--- src/hdl/cgr_pkg.sv ---
// package: register map, reset values and carriers for the clock generator config bank
package cgr_pkg;

  // byte offsets on the host port
  localparam logic [7:0] OFF_TAG_HIGH = 8'h01; // record tag bits 23:16
  localparam logic [7:0] OFF_STATUS = 8'h0c; // latched status bits
  localparam logic [7:0] OFF_FREEZE = 8'h0d; // status freeze control
  localparam logic [7:0] OFF_TAG_LO_MSB = 8'h0e; // record tag bits 15:8
  localparam logic [7:0] OFF_TAG_LO_LSB = 8'h0f; // record tag bits 7:0
  localparam logic [7:0] OFF_LOW_POWER = 8'h46; // per pair reduced power
  localparam logic [7:0] OFF_BASE_MSB = 8'h50; // base rate bits 15:8
  localparam logic [7:0] OFF_BASE_LSB = 8'h51; // base rate bits 7:0

  // values after reset
  localparam logic [7:0] RST_FREEZE = 8'h00;
  localparam logic [7:0] RST_TAG_HIGH = 8'hff;
  localparam logic [15:0] RST_TAG_LOW = 16'h0000;
  localparam logic [7:0] RST_LOW_POWER = 8'hff;
  localparam logic [15:0] RST_BASE_RATE = 16'h9c40;
  localparam logic [7:0] RST_STATUS = 8'h00;

  // freeze control codes
  localparam logic [7:0] FREEZE_ON = 8'h01;
  localparam logic [7:0] FREEZE_OFF = 8'h00;

  // record tag limits
  localparam logic [23:0] TAG_MAX_CUSTOM = 24'h0e1780;
  localparam logic [23:0] TAG_FACTORY = 24'hff0000;

  // supported base rates in hertz
  localparam int NUM_RATES = 9;
  localparam logic [15:0] BASE_RATES [NUM_RATES] = '{
    16'h03e8, 16'h07d0, 16'h1388, 16'h186a, 16'h1f40,
    16'h2710, 16'h30d4, 16'h61a8, 16'h9c40
  };

  // one host access, same clock as the bank
  typedef struct packed {
    logic [7:0] addr; // byte offset
    logic [7:0] wdata; // write byte
    logic wr; // write strobe, one cycle
    logic rd; // read strobe, one cycle
  } cgr_host_req_t;

  // whole state of the bank
  typedef struct packed {
    logic [7:0] freeze; // freeze control as written
    logic [7:0] tag_high; // record tag 23:16
    logic [15:0] tag_low; // record tag 15:0
    logic [7:0] low_power; // reduced power per pair
    logic [15:0] base_rate; // base rate in hertz
    logic [7:0] status; // latched status bits
    logic [7:0] rdata; // read answer
    logic rvalid; // read answer strobe
    logic frozen; // freeze in force
    logic tag_ok; // record tag in legal set
    logic rate_ok; // base rate in supported set
  } cgr_state_t;

endpackage : cgr_pkg

--- src/hdl/cgr_range_chk.sv ---
// legality checks for the record tag and the base rate
`timescale 1ns/1ns
`default_nettype none

module cgr_range_chk (
  input wire logic [23:0] tag,
  input wire logic [15:0] rate,
  output logic tag_ok,
  output logic rate_ok
);

  // tag: custom range or the factory marker only
  always_comb begin
    tag_ok = (tag <= cgr_pkg::TAG_MAX_CUSTOM) || (tag == cgr_pkg::TAG_FACTORY);
  end

  // rate: compare against the short list of supported values
  always_comb begin
    rate_ok = 1'b0;
    for (int i = 0; i < cgr_pkg::NUM_RATES; i++) begin
      if (rate == cgr_pkg::BASE_RATES[i]) begin
        rate_ok = 1'b1;
      end
    end
  end

endmodule : cgr_range_chk

`default_nettype wire

--- src/hdl/cgr_regs.sv ---
// config register bank: status freeze, record tag, pair power, base rate
`timescale 1ns/1ns
`default_nettype none

// Summary of operation
// - writing 0x01 freezes latched status updates
// - writing 0x00 resumes latched status updates
// - tag bits 15:0 sit in a byte pair
// - tag legal only up to 0x0E1780 or 0xFF0000
// - factory default reports tag 0xFF0000
// - set power bit puts pair n low power
// - cleared power bit gives full power
// - base rate field is plain hertz
// - tag bits 23:16 own byte, reset all ones
module cgr_regs #(
  parameter int NUM_PAIRS = 8 // differential pairs served
) (
  input wire logic clk,
  input wire logic reset,
  input wire logic clk_en,
  input wire cgr_pkg::cgr_host_req_t host_req,
  input wire logic [7:0] status_event,
  output logic [7:0] host_rdata,
  output logic host_rvalid,
  output logic status_frozen,
  output logic [7:0] latched_read_status,
  output logic [23:0] setup_record_tag,
  output logic setup_tag_ok,
  output logic [NUM_PAIRS-1:0] diff_output_low_power,
  output logic [15:0] synth_zero_base_rate,
  output logic base_rate_ok
);

  // refuse pair counts the byte register cannot hold
  if (NUM_PAIRS < 1 || NUM_PAIRS > 8) begin : g_bad_pairs
    $error("NUM_PAIRS must be 1 to 8");
  end

  cgr_pkg::cgr_state_t state_r; // registered state
  cgr_pkg::cgr_state_t state_nxt; // next state
  logic chk_tag_ok; // legality of next tag
  logic chk_rate_ok; // legality of next rate

  // address match, used by every register
  function automatic logic hit(input logic [7:0] addr, input logic [7:0] off);
    hit = (addr == off);
  endfunction : hit

  // read mux, unmapped offsets answer zero
  function automatic logic [7:0] read_byte(input cgr_pkg::cgr_state_t s,
                                           input logic [7:0] addr);
    logic [7:0] v;
    v = 8'h00;
    case (addr)
      cgr_pkg::OFF_TAG_HIGH: v = s.tag_high;
      cgr_pkg::OFF_STATUS: v = s.status;
      cgr_pkg::OFF_FREEZE: v = s.freeze;
      cgr_pkg::OFF_TAG_LO_MSB: v = s.tag_low[15:8];
      cgr_pkg::OFF_TAG_LO_LSB: v = s.tag_low[7:0];
      cgr_pkg::OFF_LOW_POWER: v = s.low_power;
      cgr_pkg::OFF_BASE_MSB: v = s.base_rate[15:8];
      cgr_pkg::OFF_BASE_LSB: v = s.base_rate[7:0];
      default: v = 8'h00;
    endcase
    read_byte = v;
  endfunction : read_byte

  // legality of the values about to be stored
  cgr_range_chk u_chk (
    .tag({state_nxt.tag_high, state_nxt.tag_low}),
    .rate(state_nxt.base_rate),
    .tag_ok(chk_tag_ok),
    .rate_ok(chk_rate_ok)
  );

  // next state: host writes, status capture, read answer
  always_comb begin
    logic wr;
    logic [7:0] clr;
    wr = host_req.wr;
    clr = 8'h00;
    state_nxt = state_r;
    // host writes, one byte per strobe
    if (wr && hit(host_req.addr, cgr_pkg::OFF_FREEZE)) begin
      state_nxt.freeze = host_req.wdata;
    end
    if (wr && hit(host_req.addr, cgr_pkg::OFF_TAG_HIGH)) begin
      state_nxt.tag_high = host_req.wdata;
    end
    if (wr && hit(host_req.addr, cgr_pkg::OFF_TAG_LO_MSB)) begin
      state_nxt.tag_low[15:8] = host_req.wdata;
    end
    if (wr && hit(host_req.addr, cgr_pkg::OFF_TAG_LO_LSB)) begin
      state_nxt.tag_low[7:0] = host_req.wdata;
    end
    if (wr && hit(host_req.addr, cgr_pkg::OFF_LOW_POWER)) begin
      state_nxt.low_power = host_req.wdata;
    end
    if (wr && hit(host_req.addr, cgr_pkg::OFF_BASE_MSB)) begin
      state_nxt.base_rate[15:8] = host_req.wdata;
    end
    if (wr && hit(host_req.addr, cgr_pkg::OFF_BASE_LSB)) begin
      state_nxt.base_rate[7:0] = host_req.wdata;
    end
    // status clear is write one to clear
    if (wr && hit(host_req.addr, cgr_pkg::OFF_STATUS)) begin
      clr = host_req.wdata;
    end
    // freeze follows bit 0, so 0x01 locks and 0x00 unlocks
    state_nxt.frozen = state_nxt.freeze[0];
    // capture events unless frozen; a set beats a clear in the same cycle
    for (int i = 0; i < 8; i++) begin
      if (status_event[i] && !state_r.frozen) begin
        state_nxt.status[i] = 1'b1;
      end else if (clr[i]) begin
        state_nxt.status[i] = 1'b0;
      end
    end
    // read answer one cycle after the strobe, old contents
    state_nxt.rvalid = host_req.rd;
    state_nxt.rdata = host_req.rd ? read_byte(state_r, host_req.addr) : 8'h00;
    // legality flags travel with the values they describe
    state_nxt.tag_ok = chk_tag_ok;
    state_nxt.rate_ok = chk_rate_ok;
  end

  // one register stage; reset beats the clock enable
  always_ff @(posedge clk) begin
    if (reset) begin
      state_r.freeze <= cgr_pkg::RST_FREEZE;
      state_r.tag_high <= cgr_pkg::RST_TAG_HIGH;
      state_r.tag_low <= cgr_pkg::RST_TAG_LOW;
      state_r.low_power <= cgr_pkg::RST_LOW_POWER;
      state_r.base_rate <= cgr_pkg::RST_BASE_RATE;
      state_r.status <= cgr_pkg::RST_STATUS;
      state_r.rdata <= 8'h00;
      state_r.rvalid <= 1'b0;
      state_r.frozen <= 1'b0;
      state_r.tag_ok <= 1'b1; // factory marker is legal
      state_r.rate_ok <= 1'b1; // reset rate is supported
    end else if (clk_en) begin
      state_r <= state_nxt;
    end
  end

  // outputs straight from the state register
  assign host_rdata = state_r.rdata;
  assign host_rvalid = state_r.rvalid;
  assign status_frozen = state_r.frozen;
  assign latched_read_status = state_r.status;
  assign setup_record_tag = {state_r.tag_high, state_r.tag_low};
  assign setup_tag_ok = state_r.tag_ok;
  // high bit means reduced power, low bit full power
  assign diff_output_low_power = state_r.low_power[NUM_PAIRS-1:0];
  assign synth_zero_base_rate = state_r.base_rate;
  assign base_rate_ok = state_r.rate_ok;
endmodule : cgr_regs

`default_nettype wire

--- config.mk ---
export PLATFORM = sky130hd
export DESIGN_NAME = cgr_regs
export DESIGN_NICKNAME = d
export VERILOG_FILES = /design/src/hdl/cgr_pkg.sv /design/src/hdl/cgr_range_chk.sv /design/src/hdl/cgr_regs.sv
export SDC_FILE = /design/constraint.sdc
export NUM_CORES = 1
export LEC_CHECK = 0
export BUFFER_PORTS_ARGS = -buffer_cell sky130_fd_sc_hd__buf_2
export CAP_MARGIN = 40
export CORE_MARGIN = 8
export CORE_UTILIZATION = 47
export CTS_CLUSTER_DIAMETER = 50
export CTS_CLUSTER_SIZE = 25
export DETAILED_ROUTE_END_ITERATION = 16
export GPL_ROUTABILITY_DRIVEN = 1
export GPL_TIMING_DRIVEN = 0
export HOLD_SLACK_MARGIN = 0.1
export PLACE_DENSITY_LB_ADDON = 0.05
export SYNTH_ARGS = -nofsm -noshare
export SYNTH_HDL_FRONTEND = slang
export SYNTH_SLANG_ARGS = --single-unit
--- constraint.sdc ---
create_clock -name clk -period 2.1 [get_ports clk]
set_clock_uncertainty 0.15 [all_clocks]
set_input_delay 0.315 -clock clk [delete_from_list [all_inputs] [get_ports clk]]
set_output_delay 0.315 -clock clk [all_outputs]
set_load 0.01 [all_outputs]
=== Word level (Yosys, flattened, before mapping) ===
Cells that the tools add are included.
W data, S select, Z words.

* Bits in registers: 75
* Output and inout port bits: 68
* Input port bits: 29

* $lt $le $gt $ge: 1
* Reduce and logical (&&, ||, !) cells: 36
* Mux-type cells: 33
* Eq/ne operators: 18

{| class="wikitable"
|+ Operators with widths
! kind !! number
|-
| $pmux W8 S8 || 1
|-
| $mux W8 || 7
|-
| $eq A16 B13 Y1 const B || 3
|-
| $eq A16 B14 Y1 const B || 2
|-
| $eq A8 B4 Y1 const B || 4
|-
| $mux W1 || 25
|-
| $eq A24 B24 Y1 const B || 1
|-
| $eq A8 B7 Y1 const B || 3
|-
| $le A24 B20 Y1 const B || 1
|-
| $reduce_and A2 Y1 || 10
|-
| $eq A16 B10 Y1 const B || 1
|-
| $eq A16 B11 Y1 const B || 1
|-
| $eq A16 B15 Y1 const B || 1
|-
| $eq A16 B16 Y1 const B || 1
|-
| $logic_and A1 B1 Y1 || 16
|-
| $reduce_bool A2 Y1 || 8
|-
| $eq A8 B1 Y1 const B || 1
|-
| $logic_not A1 Y1 || 1
|-
| $logic_or A1 B1 Y1 || 1
|}

=== Logic depth before layout (Yosys ltp) ===
* Depth after elaboration: 13
* Mapped depth: 9

=== By module ===
Synthesis repeated with hierarchy kept, for this count alone.

* Cells, all modules: 529
* Area total of the unflattened synthesis: 4767.1 µm²

{| class="wikitable"
|+ Modules (own cells, without submodules)
! module !! area an instance (µm²) !! cells an instance !! instances
|-
| cgr_regs || 4428.0 || 478 || 1
|-
| cgr_range_chk || 339.1 || 51 || 1
|}

=== Least setup slack after synthesis ===
Ideal clock, no wire load.

* Path type: input to register
* Start point: in host_req[11] in the netlist's numbering
* End point: reg state_r, in the netlist base_rate_ok
* Library setup time: 0.124 ns
* Data arrival time: 1.928 ns
* Data required time: 1.826 ns
* Stages on the path: 9
* Setup slack: -0.102 ns
* Cell sequence: buf_6 -> or3_1 -> buf_6 -> nor3_1 -> nor4b_1 -> o21ai_0 -> o32ai_1 -> a21oi_1 -> a31oi_1

* Cells in the longest elaborated chain, start to end: 13

{| class="wikitable"
|+ Ends and longest elaborated chain
! item !! RTL line !! source
|-
| from (decl) || cgr_regs.sv:21 || <nowiki>input wire cgr_pkg::cgr_host_req_t host_req,</nowiki>
|-
| $eq A8 B7 Y1 || cgr_regs.sv:46 || <nowiki>hit = (addr == off);</nowiki>
|-
| $logic_and A1 B1 Y1, on equally long branches || cgr_regs.sv:102, cgr_regs.sv:99 ||
|-
| $mux W8, on equally long branches || cgr_regs.sv:102, cgr_regs.sv:99 ||
|-
| $eq A16 B10 Y1 || cgr_range_chk.sv:21 || <nowiki>if (rate == cgr_pkg::BASE_RATES[i]) begin</nowiki>
|-
| $mux W1 (8 in series) || cgr_range_chk.sv:21 ||
|-
| $mux W1 * || cgr_range_chk.sv:21 ||
|-
| to (signal assigned) || cgr_regs.sv:142 || <nowiki>state_r <= state_nxt;</nowiki>
|-
| to (decl) || cgr_regs.sv:39 || <nowiki>cgr_pkg::cgr_state_t state_r;</nowiki>
|}

Mark *: on every way between the ends. The rest lies on a longest branch, timed or not.
A chain may end at the register's enable or synchronous reset.

=== Final worst setup path ===
* Start point: reg state_r, in the netlist synth_zero_base_rate[0]
* End point: reg state_r, in the netlist base_rate_ok

* Cells in the longest elaborated chain, start to end: 11

{| class="wikitable"
|+ Ends and longest elaborated chain
! item !! RTL line !! source
|-
| $mux W8 * || cgr_regs.sv:102 || <nowiki>if (wr && hit(host_req.addr, cgr_pkg::OFF_BASE_LSB)) begin</nowiki>
|-
| $eq A16 B10 Y1 || cgr_range_chk.sv:21 ||
|-
| $mux W1 (8 in series) || cgr_range_chk.sv:21 ||
|-
| $mux W1 * || cgr_range_chk.sv:21 ||
|}

Marked as above.

==> metrics <==
run status=complete, no violations; CP startpoint kind=flop; Hold Crit Class=input pin to flop; Ys Warns=0; Req. time, crit path=between 2000 and 2500 ps; Net count, final=753; register area share after synthesis=about 31%; H-Tree Depth=3; number of enable flip-flop cells after synthesis=0; Reg clk slew, reported paths=roughly 80 ps; area growth from synthesis to layout=20.8%; cts bufs inserted=9; crit-path max FO=6; starting density of the core=47.6%; Routed Antenna Nets=0; Mapped Cells=616; final cell count without fillers=864; Final Core Density=57.6%; average cell area after synthesis=~7.8 um^2; FMAX=a little under 500 MHz; crit path DAT=~2200 ps; grt ovf=0; cells on worst reg2reg path=7; Worst Setup End Kind=flop; ANT cells=0; max-slew violation count=0; worst r2r dst=base_rate_ok; vias=5,045; die area=roughly 0.014 mm^2; Core Rows=37; # setup viols final=0; Post-Place Cells=roughly 840; Critical Path Start=synth_zero_base_rate[0]; fill cell total of the finished layout=approximately 1,000; clk buf depth=2; Mapped Nets=645; RD Place Congestion=between 0.9 and 1; Residual DRC=0; Post-DP HPWL=13,300 um; min Tclk post-route=between 2000 and 2500 ps; setup_tns=0 ps; Synth area leaders=dfxtp_1, buf_4, mux2i_1; P per Cell Area=522 mW/mm^2; fraction of registers with async set/reset=0%; worst skew pair latency=370 ps; routed wire length=around 18,000 um; first-pass GRT wire length=27,700 um; WL/cell=20.8 um; number of synthesized register bits=75; period utilisation layout=between 90% and 100%; CTS tree=built; RSZ-0062 raised after global routing=yes; worst setup path end=base_rate_ok; critical path type=flop to flop; Worst-Margin Slew=~900 ps; core box area=0.0101 mm^2; Max transition margin=39.9%; Iter 0 DRT Violations=573; layout cells sized above 1=29.9%; initial antenna violation count=0; CTS sink count=75; static leakage=2.57 nW; post-detailed-route via-to-cell ratio=5.84; Netlist cell types=55; Port Buf Inserts=just under 90; aggregate global-route resource usage=between 20% and 30%; post-CTS setup buffers=0; R2R Path Start=synth_zero_base_rate[0]; area leader, netlist=dfxtp_1; vias in the first global route=4,866; reg2reg setup slack=60 ps; Die X=117 um; Most used DFF post-synth=dfxtp_1; Max VDD drop=roughly 0.37 mV; Initial DRT Pass Iterations=5; Mapped Area=0.00483 mm^2; power after layout=slightly above 0.003 W; final hold violations=0; Chip Height=117 um; # IOs=97; Clock Tree Root=clkbuf_8; Yosys top cell area share=between 30 and 40%; largest net degree at the start of global routing=14; Max-Cap Viols=0
==> synthesized netlist by cell type (all sizes together), types with 4 or more instances <==
| library cell | instances |
|---|---|
| a211o | 5 |
| clkbuf | 32 |
| mux2 | 4 |
| a2bb2oi | 9 |
| mux2i | 36 |
| nor2b | 4 |
| nand2b | 5 |
| nor2 | 61 |
| nand2 | 93 |
| a31oi | 14 |
| a21oi | 26 |
| a221oi | 9 |
| nand3 | 26 |
| nand4 | 11 |
| buf | 77 |
| nor4 | 9 |
| and3 | 8 |
| nor3 | 17 |
| o21ai | 9 |
| dfxtp | 75 |
| inv | 4 |
| a22oi | 10 |
| o31ai | 6 |
| or4 | 5 |
| a22o | 9 |
| nand3b | 20 |
| nor3b | 4 |
==> stage by stage <==
stage	cell area, um^2	hold slack, ps	worst slack, ps
6_report	5840	199	56.3
5_1_grt	5840	199	-51.2
4_1_cts	5800	166	7.93
3_5_place_dp	5480	332	-495
3_3_place_gp	5470	317	-472
2_1_floorplan	4860	307	-64.8
==> where the power goes <==
| group | internal (W) | switching [W] |
|---|---|---|
| registers | 0.00144 | 0.0000127 |
| logic | 0.000123 | 0.000232 |
| clock network | 0.000666 | 0.000573 |
==> repair_timing <==
action / 4_1_cts / 5_1_grt
hold buffers: 9 / 0
gates resized for setup: 7 / 17
cloned: 0 / 0
hold endpoints to repair: 9 / 0
pin swaps: 0 / 3
endpoints found under the setup margin: 19 / 26
==> registers in the layout, summed over array words and instances, names as in the netlist <==
| name | count |
|---|---|
| synth_zero_base_rate | 16 |
| host_rdata | 8 |
| setup_tag_ok | 1 |
| base_rate_ok | 1 |
| state_r | 8 |
| host_rvalid | 1 |
| latched_read_status | 8 |
| diff_output_low_power | 8 |
| setup_record_tag | 24 |
==> layout make-up <==
class | instances | area, um^2 | share of cell area [%]
clock inverters | 6 | 91.3 | 1.57
inverters | 4 | 15.0 | 0.257
repair buffers | 98 | 536 | 9.18
well taps | 136 | 170 | 2.92
plain buffers | 108 | 697 | 11.9
flip-flops and latches | 75 | 1510 | 25.8
clock buffers | 9 | 124 | 2.12
multi-input cells | 428 | 2700 | 46.2
==> layer usage <==
layer	wire [um]	track usage (%)	part of all wire, %
met5	0	0	0
met4	521	9.57	2.9
met3	1400	6.09	7.8
met2	8170	40.5	45
met1	7890	32.3	44
==> kinds of logic (layout without fill, tap and decap cells) <==
| family | count (synthesis) | in the layout | share of synthesized area (%) |
|---|---|---|---|
| compound gates | 109 | 109 | 16.0 |
| buf+inv | 113 | 225 | 14.3 |
| flops | 75 | 75 | 31.1 |
| mux | 40 | 40 | 8.39 |
| simple gates | 279 | 279 | 30.2 |
==> worst max-delay path, stage by stage (launching register included) <==
cell and delay, ps:
dfxtp_2 360, or4_4 550, a31oi_2 170, a2bb2oi_2 190, nand2_2 80, or2_0 200
a22o_1 170, a31oi_1 110
==> layout by cell type, fill, tap and decap left out, types with 6 or more instances in the layout <==
cell type / count
nand3_1: 25
buf_2: 96
o21ai_0: 8
o31ai_1: 6
a22o_1: 9
nand2_1: 90
dfxtp_1: 71
nand4_1: 11
a21oi_1: 26
a221oi_1: 8
clkbuf_8: 10
mux2i_1: 36
nor3_1: 11
dlygate4sd3_1: 9
a2bb2oi_1: 8
nor2_1: 59
and3_1: 8
clkbuf_1: 26
a22oi_1: 10
buf_4: 64
nand3b_1: 20
a31oi_1: 13
==> worst min path at each step <==
stage / startpoint / endpoint / slack, ps / depth (start not counted)
global placement: host_rvalid / host_rvalid / 320 / 2
detailed placement: host_rdata[5] / host_rdata[5] / 330 / 2
global route: reset / setup_tag_ok / 200 / 3
floorplan: host_rdata[7] / host_rdata[7] / 310 / 2
finish: reset / setup_tag_ok / 200 / 3
CTS: reset / setup_tag_ok / 170 / 3
Note: power is estimated with default switching activity, not from simulation.
